### config.mk
export PLATFORM = sky130hd
export DESIGN_NAME = sbgp_port
export DESIGN_NICKNAME = d
export VERILOG_FILES = /design/src/hdl/sbgp_pkg.sv /design/src/hdl/sbgp_in_stage.sv /design/src/hdl/sbgp_pad_ctrl.sv /design/src/hdl/sbgp_port.sv
export VERILOG_INCLUDE_DIRS = /design/src /design/src/hdl
export SDC_FILE = /design/constraint.sdc
export NUM_CORES = 1
export LEC_CHECK = 0
export ABC_AREA = 1
export BUFFER_PORTS_ARGS = -buffer_cell sky130_fd_sc_hd__buf_4
export CAP_MARGIN = 20
export CORE_AREA = 2 2 67 94
export CTS_CLUSTER_SIZE = 12
export DETAILED_ROUTE_END_ITERATION = 16
export DIE_AREA = 0 0 69 96
export PLACE_DENSITY = 0.82
export SETUP_SLACK_MARGIN = 0.4
export SLEW_MARGIN = 25
export SYNTH_ARGS = -nofsm -noshare
export SYNTH_HDL_FRONTEND = slang
export SYNTH_SLANG_ARGS = --single-unit
export TNS_END_PERCENT = 30
### constraint.sdc
create_clock -name clock -period 1.8 [get_ports clock]
set_clock_uncertainty 0.15 [all_clocks]
set_input_delay 0.18 -clock clock [delete_from_list [all_inputs] [get_ports clock]]
set_output_delay 0.18 -clock clock [all_outputs]
set_load 0.05 [all_outputs]
### src/hdl/sbgp_defines.svh
`ifndef SBGP_DEFINES_SVH
`define SBGP_DEFINES_SVH

// Port geometry
`define SBGP_WIDTH 6
`define SBGP_IN_ONLY_IDX 3

// Reset values
`define SBGP_RST_LATCH 6'h00
`define SBGP_RST_DIR 6'h3F
`define SBGP_RST_OPEN_DRAIN 6'h00
`define SBGP_RST_SLEW 6'h00
`define SBGP_RST_THRESH 6'h00
`define SBGP_RST_ANALOG 6'h3F
`define SBGP_ZERO 6'h00

`endif

### src/hdl/sbgp_pkg.sv
`include "sbgp_defines.svh"

package sbgp_pkg;

  // Register selects for the plain access port
  typedef enum logic [2:0] {
    SBGP_SEL_LEVEL  = 3'b000,
    SBGP_SEL_LATCH  = 3'b001,
    SBGP_SEL_DIR    = 3'b010,
    SBGP_SEL_OD     = 3'b011,
    SBGP_SEL_SLEW   = 3'b100,
    SBGP_SEL_THRESH = 3'b101,
    SBGP_SEL_ANALOG = 3'b110
  } sbgp_sel_t;

  // Drive bundle towards the pads
  typedef struct packed {
    logic [`SBGP_WIDTH-1:0] out;
    logic [`SBGP_WIDTH-1:0] oe;
    logic [`SBGP_WIDTH-1:0] slew;
  } sbgp_drive_t;

  // Both input receivers of each pad
  typedef struct packed {
    logic [`SBGP_WIDTH-1:0] schmitt;
    logic [`SBGP_WIDTH-1:0] ttl;
  } sbgp_sense_t;

  // Register access request
  typedef struct packed {
    logic wr;
    logic rd;
    sbgp_sel_t sel;
    logic [`SBGP_WIDTH-1:0] data;
    logic [`SBGP_WIDTH-1:0] mask;
  } sbgp_req_t;

endpackage

### src/hdl/sbgp_in_stage.sv
`timescale 1ns/100ps
`include "sbgp_defines.svh"

module sbgp_in_stage
#(
  parameter int WIDTH = `SBGP_WIDTH
) (
  // Clock and reset
  input wire logic clock,
  input wire logic rst_n,
  // Pad receivers and selects
  input wire sbgp_pkg::sbgp_sense_t sense,
  input wire logic [WIDTH-1:0] thresh_ttl,
  input wire logic [WIDTH-1:0] analog,
  // Sampled digital levels and change pulse
  output logic [WIDTH-1:0] level_q,
  output logic [WIDTH-1:0] change_q
);
  import sbgp_pkg::*;

  logic [WIDTH-1:0] level_d;
  logic [WIDTH-1:0] change_d;

  always_comb begin
    level_d = (thresh_ttl & sense.ttl) | (~thresh_ttl & sense.schmitt);
    level_d = level_d & ~analog;
    // A threshold swap can flag a change with no real edge
    change_d = level_d ^ level_q;
  end

  always_ff @(posedge clock) begin
    if (!rst_n) begin
      level_q <= `SBGP_ZERO;
      change_q <= `SBGP_ZERO;
    end else begin
      level_q <= level_d;
      change_q <= change_d;
    end
  end

  threshold_sample_a: assert property (@(posedge clock) disable iff (!rst_n)
    $past(rst_n) |-> level_q == ($past(~analog) & (($past(thresh_ttl) & $past(sense.ttl))
      | ($past(~thresh_ttl) & $past(sense.schmitt)))))
    else $error("sampled level does not follow threshold select");
endmodule

### src/hdl/sbgp_pad_ctrl.sv
`timescale 1ns/100ps
`include "sbgp_defines.svh"

module sbgp_pad_ctrl
#(
  parameter int IN_ONLY_IDX = `SBGP_IN_ONLY_IDX
) (
  // Configuration
  input wire logic [`SBGP_WIDTH-1:0] dir,
  input wire logic [`SBGP_WIDTH-1:0] latch,
  input wire logic [`SBGP_WIDTH-1:0] open_drain,
  input wire logic [`SBGP_WIDTH-1:0] slew,
  // Drive towards the pads
  output sbgp_pkg::sbgp_drive_t drive
);
  import sbgp_pkg::*;

  logic [`SBGP_WIDTH-1:0] enabled;

  always_comb begin
    // Analog select is deliberately absent here
    enabled = ~dir;
    enabled[IN_ONLY_IDX] = 1'b0;
    // Open-drain pins only sink; a latch 1 releases the pad
    drive.oe = enabled & (~open_drain | ~latch);
    drive.out = latch & ~open_drain;
    drive.slew = slew;
  end
endmodule

### src/hdl/sbgp_port.sv
`timescale 1ns/100ps
`include "sbgp_defines.svh"

// How it works
// - Six pins, each with its own direction, latch and configuration bits.
// - Direction bit 1 turns the pin driver off; pin is an input.
// - Direction bit 0 enables the driver and drives the latch bit.
// - Pin 3 never drives and its direction bit always reads 1.
// - Pin register reads give pin levels; writes go to the latch.
// - Pin register writes merge addressed bits into current pin levels.
// - Direction keeps controlling the driver even on analog pins.
// - Analog pins read 0 on digital reads.
// - Open-drain pins drive low for 0 and release for 1.
// - Without open-drain the pin drives push-pull.
// - Per-pin slew limit select passes to the driver.
// - Per-pin threshold select picks Schmitt or TTL for reads and changes.
// - Analog select forces digital reads to 0.
// - Analog select leaves the output drive untouched.
// - All analog select bits are set by reset.
module sbgp_port
  import sbgp_pkg::*;
#(
  parameter int IN_ONLY_IDX = `SBGP_IN_ONLY_IDX
) (
  // Clock and reset
  input wire logic clock,
  input wire logic rst_n,
  // Register access
  input wire sbgp_pkg::sbgp_req_t req,
  output logic [`SBGP_WIDTH-1:0] rd_data_q,
  output logic rd_valid_q,
  // Pad side
  input wire sbgp_pkg::sbgp_sense_t pin_sense,
  output sbgp_pkg::sbgp_drive_t pad_q,
  output logic [`SBGP_WIDTH-1:0] thresh_ttl_q,
  output logic [`SBGP_WIDTH-1:0] analog_q,
  output logic [`SBGP_WIDTH-1:0] change_q
);
  import sbgp_pkg::*;

  logic [`SBGP_WIDTH-1:0] latch_q;
  logic [`SBGP_WIDTH-1:0] latch_d;
  logic [`SBGP_WIDTH-1:0] dir_q;
  logic [`SBGP_WIDTH-1:0] dir_d;
  logic [`SBGP_WIDTH-1:0] od_q;
  logic [`SBGP_WIDTH-1:0] od_d;
  logic [`SBGP_WIDTH-1:0] slew_q;
  logic [`SBGP_WIDTH-1:0] slew_d;
  logic [`SBGP_WIDTH-1:0] thresh_ttl_d;
  logic [`SBGP_WIDTH-1:0] analog_d;
  logic [`SBGP_WIDTH-1:0] rd_data_d;
  logic rd_valid_d;
  logic [`SBGP_WIDTH-1:0] level;
  sbgp_drive_t pad_d;

  // Merge the addressed bits of a write into a base value
  function automatic logic [`SBGP_WIDTH-1:0] merge(
    input logic [`SBGP_WIDTH-1:0] base,
    input logic [`SBGP_WIDTH-1:0] data,
    input logic [`SBGP_WIDTH-1:0] mask
  );
    merge = (base & ~mask) | (data & mask);
  endfunction

  // Input-only pin keeps its direction bit pinned high
  function automatic logic [`SBGP_WIDTH-1:0] fix_dir(input logic [`SBGP_WIDTH-1:0] d);
    fix_dir = d;
    fix_dir[IN_ONLY_IDX] = 1'b1;
  endfunction

  // Pin receivers, threshold select and analog masking
  sbgp_in_stage #(
    .WIDTH(`SBGP_WIDTH)
  ) u_in_stage (
    .clock(clock),
    .rst_n(rst_n),
    .sense(pin_sense),
    .thresh_ttl(thresh_ttl_q),
    .analog(analog_q),
    .level_q(level),
    .change_q(change_q)
  );

  // Driver decode; registered below so pads see clean edges
  sbgp_pad_ctrl #(
    .IN_ONLY_IDX(IN_ONLY_IDX)
  ) u_pad_ctrl (
    .dir(dir_q),
    .latch(latch_q),
    .open_drain(od_q),
    .slew(slew_q),
    .drive(pad_d)
  );

  // Configuration and latch writes
  always_comb begin
    latch_d = latch_q;
    dir_d = dir_q;
    od_d = od_q;
    slew_d = slew_q;
    thresh_ttl_d = thresh_ttl_q;
    analog_d = analog_q;
    if (req.wr) begin
      unique case (req.sel)
        SBGP_SEL_LEVEL: begin
          // Base is the pin levels, so analog pins fold in as 0
          latch_d = merge(level & ~analog_q, req.data, req.mask);
        end
        SBGP_SEL_LATCH: begin
          latch_d = merge(latch_q, req.data, req.mask);
        end
        SBGP_SEL_DIR: begin
          dir_d = fix_dir(merge(dir_q, req.data, req.mask));
        end
        SBGP_SEL_OD: begin
          od_d = merge(od_q, req.data, req.mask);
        end
        SBGP_SEL_SLEW: begin
          slew_d = merge(slew_q, req.data, req.mask);
        end
        SBGP_SEL_THRESH: begin
          // Spurious change pulses are possible here; software avoids it
          thresh_ttl_d = merge(thresh_ttl_q, req.data, req.mask);
        end
        SBGP_SEL_ANALOG: begin
          analog_d = merge(analog_q, req.data, req.mask);
        end
        default: begin
          latch_d = latch_q;
        end
      endcase
    end
  end

  always_ff @(posedge clock) begin
    if (!rst_n) begin
      latch_q <= `SBGP_RST_LATCH;
      dir_q <= `SBGP_RST_DIR;
      od_q <= `SBGP_RST_OPEN_DRAIN;
      slew_q <= `SBGP_RST_SLEW;
      thresh_ttl_q <= `SBGP_RST_THRESH;
      analog_q <= `SBGP_RST_ANALOG;
    end else begin
      latch_q <= latch_d;
      dir_q <= dir_d;
      od_q <= od_d;
      slew_q <= slew_d;
      thresh_ttl_q <= thresh_ttl_d;
      analog_q <= analog_d;
    end
  end

  // Read path
  always_comb begin
    rd_data_d = `SBGP_ZERO;
    rd_valid_d = req.rd;
    if (req.rd) begin
      unique case (req.sel)
        SBGP_SEL_LEVEL: begin
          rd_data_d = level & ~analog_q;
        end
        SBGP_SEL_LATCH: begin
          rd_data_d = latch_q;
        end
        SBGP_SEL_DIR: begin
          rd_data_d = fix_dir(dir_q);
        end
        SBGP_SEL_OD: begin
          rd_data_d = od_q;
        end
        SBGP_SEL_SLEW: begin
          rd_data_d = slew_q;
        end
        SBGP_SEL_THRESH: begin
          rd_data_d = thresh_ttl_q;
        end
        SBGP_SEL_ANALOG: begin
          rd_data_d = analog_q;
        end
        default: begin
          rd_data_d = `SBGP_ZERO;
        end
      endcase
    end
  end

  always_ff @(posedge clock) begin
    if (!rst_n) begin
      rd_data_q <= `SBGP_ZERO;
      rd_valid_q <= 1'b0;
      pad_q <= '0;
    end else begin
      rd_data_q <= rd_data_d;
      rd_valid_q <= rd_valid_d;
      pad_q <= pad_d;
    end
  end

  input_only_oe_a: assert property (@(posedge clock) disable iff (!rst_n)
    !pad_q.oe[IN_ONLY_IDX])
    else $error("input-only pin driven");

  dir_readback_a: assert property (@(posedge clock) disable iff (!rst_n)
    req.rd && req.sel == SBGP_SEL_DIR |=> rd_valid_q && rd_data_q[IN_ONLY_IDX])
    else $error("input-only direction bit read as 0");

  input_dir_off_a: assert property (@(posedge clock) disable iff (!rst_n)
    ##1 (pad_q.oe & $past(dir_q)) == `SBGP_ZERO)
    else $error("driver on for a pin set as input");

  push_pull_a: assert property (@(posedge clock) disable iff (!rst_n)
    ##1 ((pad_q.oe ^ $past(~dir_q)) & $past(~od_q)) == `SBGP_ZERO
      || $past(dir_q[IN_ONLY_IDX]) == 1'b0)
    else $error("push-pull output enable not following direction");

  push_pull_out_a: assert property (@(posedge clock) disable iff (!rst_n)
    ##1 ((pad_q.out ^ $past(latch_q)) & $past(~od_q)) == `SBGP_ZERO)
    else $error("push-pull pin not driving its latch");

  open_drain_a: assert property (@(posedge clock) disable iff (!rst_n)
    ##1 (($past(od_q) & pad_q.out) | ($past(od_q & latch_q) & pad_q.oe)) == `SBGP_ZERO)
    else $error("open-drain pin sourcing current");

  analog_drive_a: assert property (@(posedge clock) disable iff (!rst_n)
    ##1 (pad_q.oe & $past(~dir_q & ~od_q & analog_q))
      == ($past(~dir_q & ~od_q & analog_q) & ~fix_dir(`SBGP_ZERO)))
    else $error("analog select disturbed the output drive");

  analog_read_a: assert property (@(posedge clock) disable iff (!rst_n)
    req.rd && req.sel == SBGP_SEL_LEVEL |=> (rd_data_q & $past(analog_q)) == `SBGP_ZERO)
    else $error("analog pin read as 1");

  analog_reset_a: assert property (@(posedge clock) disable iff (!rst_n)
    !$past(rst_n) |-> analog_q == `SBGP_RST_ANALOG)
    else $error("analog select not set after reset");

  rmw_latch_a: assert property (@(posedge clock) disable iff (!rst_n)
    req.wr && req.sel == SBGP_SEL_LEVEL |=> latch_q == merge($past(level & ~analog_q),
      $past(req.data), $past(req.mask)))
    else $error("pin register write did not merge into pin levels");

  latch_read_a: assert property (@(posedge clock) disable iff (!rst_n)
    req.rd && req.sel == SBGP_SEL_LATCH |=> rd_data_q == $past(latch_q))
    else $error("latch read did not return stored latch");

  slew_pass_a: assert property (@(posedge clock) disable iff (!rst_n)
    ##1 pad_q.slew == $past(slew_q))
    else $error("slew select not passed to driver");

  dir_pinned_a: assert property (@(posedge clock) disable iff (!rst_n)
    dir_q[IN_ONLY_IDX])
    else $error("input-only direction bit cleared");

  latch_keep_a: assert property (@(posedge clock) disable iff (!rst_n)
    req.wr && req.sel == SBGP_SEL_LATCH
      |=> ((latch_q ^ $past(latch_q)) & ~$past(req.mask)) == `SBGP_ZERO)
    else $error("unaddressed latch bit changed");

  latch_write_a: assert property (@(posedge clock) disable iff (!rst_n)
    req.wr && req.sel == SBGP_SEL_LATCH
      |=> ((latch_q ^ $past(req.data)) & $past(req.mask)) == `SBGP_ZERO)
    else $error("latch write did not land");

  od_write_a: assert property (@(posedge clock) disable iff (!rst_n)
    req.wr && req.sel == SBGP_SEL_OD
      |=> ((od_q ^ $past(req.data)) & $past(req.mask)) == `SBGP_ZERO)
    else $error("open-drain select write did not land");

  slew_write_a: assert property (@(posedge clock) disable iff (!rst_n)
    req.wr && req.sel == SBGP_SEL_SLEW
      |=> ((slew_q ^ $past(req.data)) & $past(req.mask)) == `SBGP_ZERO)
    else $error("slew select write did not land");

  thresh_write_a: assert property (@(posedge clock) disable iff (!rst_n)
    req.wr && req.sel == SBGP_SEL_THRESH
      |=> ((thresh_ttl_q ^ $past(req.data)) & $past(req.mask)) == `SBGP_ZERO)
    else $error("threshold select write did not land");

  analog_write_a: assert property (@(posedge clock) disable iff (!rst_n)
    req.wr && req.sel == SBGP_SEL_ANALOG
      |=> ((analog_q ^ $past(req.data)) & $past(req.mask)) == `SBGP_ZERO)
    else $error("analog select write did not land");

  level_read_a: assert property (@(posedge clock) disable iff (!rst_n)
    req.rd && req.sel == SBGP_SEL_LEVEL |=> rd_data_q == $past(level & ~analog_q))
    else $error("pin register read did not return pin levels");

  read_pulse_a: assert property (@(posedge clock) disable iff (!rst_n)
    ##1 rd_valid_q == $past(req.rd))
    else $error("read answer strobe not one cycle after request");

  reset_drive_a: assert property (@(posedge clock) disable iff (!rst_n)
    !$past(rst_n) |-> pad_q.oe == `SBGP_ZERO && dir_q == `SBGP_RST_DIR)
    else $error("pins not released as inputs after reset");

  analog_change_a: assert property (@(posedge clock) disable iff (!rst_n)
    $past(rst_n, 2) |-> (change_q & $past(analog_q) & $past(analog_q, 2)) == `SBGP_ZERO)
    else $error("analog pin flagged a change");

  change_follow_a: assert property (@(posedge clock) disable iff (!rst_n)
    $past(rst_n) |-> change_q == (level ^ $past(level)))
    else $error("change pulse does not match sampled level edge");

  open_drain_sink_a: assert property (@(posedge clock) disable iff (!rst_n)
    ##1 ((pad_q.oe ^ ($past(~dir_q & ~latch_q) & ~fix_dir(`SBGP_ZERO))) & $past(od_q))
      == `SBGP_ZERO)
    else $error("open-drain pin not sinking for latch 0");
endmodule
## Yosys cells after proc, flatten, opt, wreduce, memory -nomap -nowiden

Index checks and enable logic that the tools add are counted.

- Register bits after elaboration: 72
- Bits of input ports: 31

- Reduce and logical (&&, ||, !) cells: 9
- Bitwise gates (word level): 30
- Mux-type cells: 2
- Equal/unequal tests: 6

Operators by type and width:

| kind | count |
|---|---|
| $and 6x6->6 | 14 |
| $or 6x6->6 | 9 |
| $pmux 6 s7 | 1 |
| $not 6->6 | 6 |
| $reduce_and 2->1 | 7 |
| $pmux 6 s2 | 1 |
| $eq 3x3->1 const B | 3 |
| $eq 3x2->1 const B | 2 |
| $xor 6x6->6 | 1 |
| $eq 3x1->1 const B | 1 |
| $logic_not 3->1 | 1 |
| $reduce_bool 2->1 | 1 |

## Longest topological paths before layout

- Depth after elaboration: 5
- Gate-level depth with buffers: 8
- Gate-level depth less buffers: 7

## Hierarchy

Synthesis repeated with hierarchy kept, for this count alone.

- Cells, all modules: 509
- Area total of the unflattened synthesis: 3532.1 µm²

Modules (own cells, without submodules):

| module | seq. area each (µm²) | cells each | instances | area an instance (µm²) |
|---|---|---|---|---|
| sbgp_port | 1201.2 | 405 | 1 | 2839.0 |
| sbgp_in_stage | 240.2 | 79 | 1 | 566.8 |
| sbgp_pad_ctrl | 0.0 | 25 | 1 | 126.4 |

## Worst setup path after synthesis

Ideal clock, no wire load.

- Path type: reg-to-reg
- Start point: register with a tool-made name
- End point: register u_in_stage.change_q[5]
- Period minus slack after synthesis: 1.495 ns
- Slack: 0.305 ns
- Arrival time: 1.275 ns
- Path buffers: 0
- Cell stages (with the launch flop): 6
- Setup time: 0.070 ns
- Cells stage by stage: dfxtp_1 inv_1 or2_2 nand2_1 o21ai_0 a21oi_1

RTL lines:

| what | RTL line | text |
|---|---|---|
| end signal, assigned | sbgp_in_stage.sv:34 | `` change_q <= `SBGP_ZERO; `` |
| end signal, assigned | sbgp_in_stage.sv:37 | `change_q <= change_d;` |
| end, declared | sbgp_in_stage.sv:17 | `output logic [WIDTH-1:0] change_q` |

==> metrics.md <==
| Metric | Value |
|---|---|
| Reg power frac | 49.3% |
| # clock sinks | 71 |
| Setup ws final | 0.445 ns |
| Placed insts | 586 |
| CP required | 1.47 ns |
| Leak | 0.00191 uW |
| Via count | 3313 |
| Port Buffers | 72 |
| Avg Cell Area, Syn | 6.95 um2 |
| Initial Util | 55.3% |
| Min Hold Slack | 0.0124 ns |
| TritonCTS clock tree | done |
| Period minus WS final | 1.35 ns |
| Period utilization | 75.3% |
| Layout Utilization | 70.2% |
| Depth of the CTS H-tree | 3 |
| Number of filler cells placed in the layout | 519 |
| Chip height | 96 um |
| Die W | 69 um |
| Synth-to-layout area growth | 26.9% |
| Critical path's largest stage delay | 0.45 ns |
| Reg2Reg Capture Point | u_in_stage.change_q[3]$_SDFF_PN0_ |
| HPWL Detailed | 6.17 mm |
| Worst reg2reg path depth | 5 |
| GRT Resource Usage Total | 25.7% |
| GRT Residual Overflow | 0 |
| R2r setup slk | 0.55 ns |
| Synth top area share | 44.5% |
| Max-cap violation count | 0 |
| Outcome | finished, final reports clean |
| Row count | 33 |
| Top achievable clock speed | 0.738 GHz |
| GP Congestion | 0.903 |
| Core Area | 5780 um2 |
| DR iter-0 viols | 356 |
| Min-Delay Path Class | in -> reg |
| HP Start | req[2] |
| Internal power | 2410 uW |
| RSZ-0062 raised after global routing | false |
| Crit path to | analog_q[3] |
| IO Count | 74 |
| Critical path type | reg -> out |
| DRT Pass-1 Iters | 6 |
| Routed vias/inst | 5.42 |
| Switching Power | 885 uW |
| Synth top area cells | dfxtp_1 44%, nand2_1 14%, nor2_1 7.0%, nand3_1 5.3%, a21oi_1 4.9% |
| Post-Layout Cell Count | 611 |
| Register area share after synthesis | 44.5% |
| Endpoints failing hold | 0 |
| Syn nets | 491 |
| Antenna Cells | 0 |
| Antenna violations before repair | 0 |
| Cell variety after synth | 25 |
| Crit-path cells | buf_4 |
| #FFs+latches synth | 71 |
| CP Launch Type | flop |
| Root Driver | clkbuf_8 |
| Worst EP arrival | 1.02 ns |
| Maximum buffer depth of the clock tree | 2 |
| Final-report setup violation count | 0 |
| Global-route wire length before repair | 13.5 mm |
| # DRC | 0 |
| Gate power share | 12.7% |
| Critical path's top delay family | flip-flops |
| Power density cells | 813 nW/um2 |
| CP bufs+invs | 1 |
| Pre-CTS setup slack | 0.197 ns |
| CTS Buf Count | 9 |
| Vias in the first global route | 2860 |
| Layout cells sized above 1 | 21.3% |
| Synth warn | 0 |
| Max-slew violations | 0 |
| Post-CTS resize count | 0 |
| Maximum fanout along the worst path | 5 |
| Post-synth top area cell | dfxtp_1 |
| Area of the mapped netlist | 3200 um2 |
| Clk slew on worst S/H paths | 0.08 ns |
| Levels on crit path | 1 |
| CP max stage cell | dfxtp_1 |
| Switching part of the total | 26.8% |
| Setup TNS | 0 ns |
| Mapped Cells | 460 |
| Largest net degree at the start of global routing | 35 |
| Routed WL per cell | 13.9 um |
| Peak supply drop | 553 uV |
| Detailed Route WL | 8.50 mm |
| Die area | 6620 um2 |
| Post-route ant nets | 0 |
| Worst-skew pair later-pin latency | 0.34 ns |
| Crit path capture type | output pin |
| Post-layout nets | 568 |
| Clk pwr share | 38.0% |
==> cell usage in the layout (no fill, tap or decap), drive strengths merged <==
cell,synthesis,final
nand2,117,117
buf,8,83
dfxtp,71,71
nor2,64,64
inv,44,44
nand3,34,34
a21oi,31,31
o21ai,28,28
nand4,16,16
nor3,16,16
clkbuf,15,10
o211ai,6,6
dlygate4sd3,0,6
a211oi,4,4
clkinv,1,3
nand3b,2,2
or2,2,2
clkinvlp,0,2
conb,1,1
bufinv,0,1
==> per-layer routing <==
layer / global-route usage (%) / wire length, um
met5: 0 / 0
met4: 9.48 / 182
met3: 5.45 / 730
met2: 44.9 / 4170
met1: 31.2 / 3420
==> layout make-up <==
cell class	instances	area [um2]	share of cell area (%)
Multi-Input combinational cell	321	1500	36.9
Sequential cell	71	1420	35.1
Timing Repair Buffer	89	683	16.8
Inverter	45	169	4.16
Tap cell	70	87.6	2.16
Clock buffer	10	138	3.39
Clock inverter	5	58.8	1.45
==> cells in the mapped netlist, drive strengths merged <==
library cell	n
nor2	64
o211ai	6
o21ai	28
clkbuf	15
nand4	16
a211oi	4
nand3b	2
conb	1
clkinv	1
nand3	34
a21oi	31
dfxtp	71
inv	44
nand2	117
buf	8
or2	2
nor3	16
==> kinds of logic (layout without fill, tap and decap cells) <==
group / after synthesis / count (layout) / share of synthesized area, %
and+or+nand+nor: 251 / 251 / 35.2
other: 1 / 1 / 0.117
buffers and inverters: 68 / 149 / 8.65
DFF: 71 / 71 / 44.5
AOI/OAI and AO/OA: 69 / 69 / 11.6
==> power groups by stage <==
stage | sequential (uW) | combinational, uW | clock, uW
floorplan | 1730 | 196 | 0
global placement | 1660 | 393 | 0
detailed placement | 1660 | 399 | 0
CTS | 1630 | 411 | 1270
global route | 1630 | 452 | 1330
finish | 1630 | 418 | 1250
==> metrics by stage <==
stage / instance area, um2 / power (uW)
CTS: 4030 / 3310
detailed placement: 3770 / 2060
finish: 4060 / 3300
global route: 4060 / 3420
global placement: 3770 / 2050
floorplan: 3200 / 1920
==> worst min-delay path by stage <==
| stage | endpoint | slack, ns | cells past startpoint |
|---|---|---|---|
| floorplan | pad_q[5]$_SDFF_PN0_ | 0.15 | 2 |
| global placement | flop | 0.28 | 3 |
| detailed placement | flop | 0.29 | 3 |
| CTS | flop | 0.006 | 4 |
| global route | flop | 0.008 | 3 |
| finish | flop | 0.01 | 4 |
==> repair_timing <==
item                                    4_1_cts  5_1_grt
endpoints found under the setup margin        0        1
endpoints found under the hold margin        15        0
hold buffers                                  6        0
buffers inserted                              0        4
No activity file was read; power rests on OpenSTA's default activity.
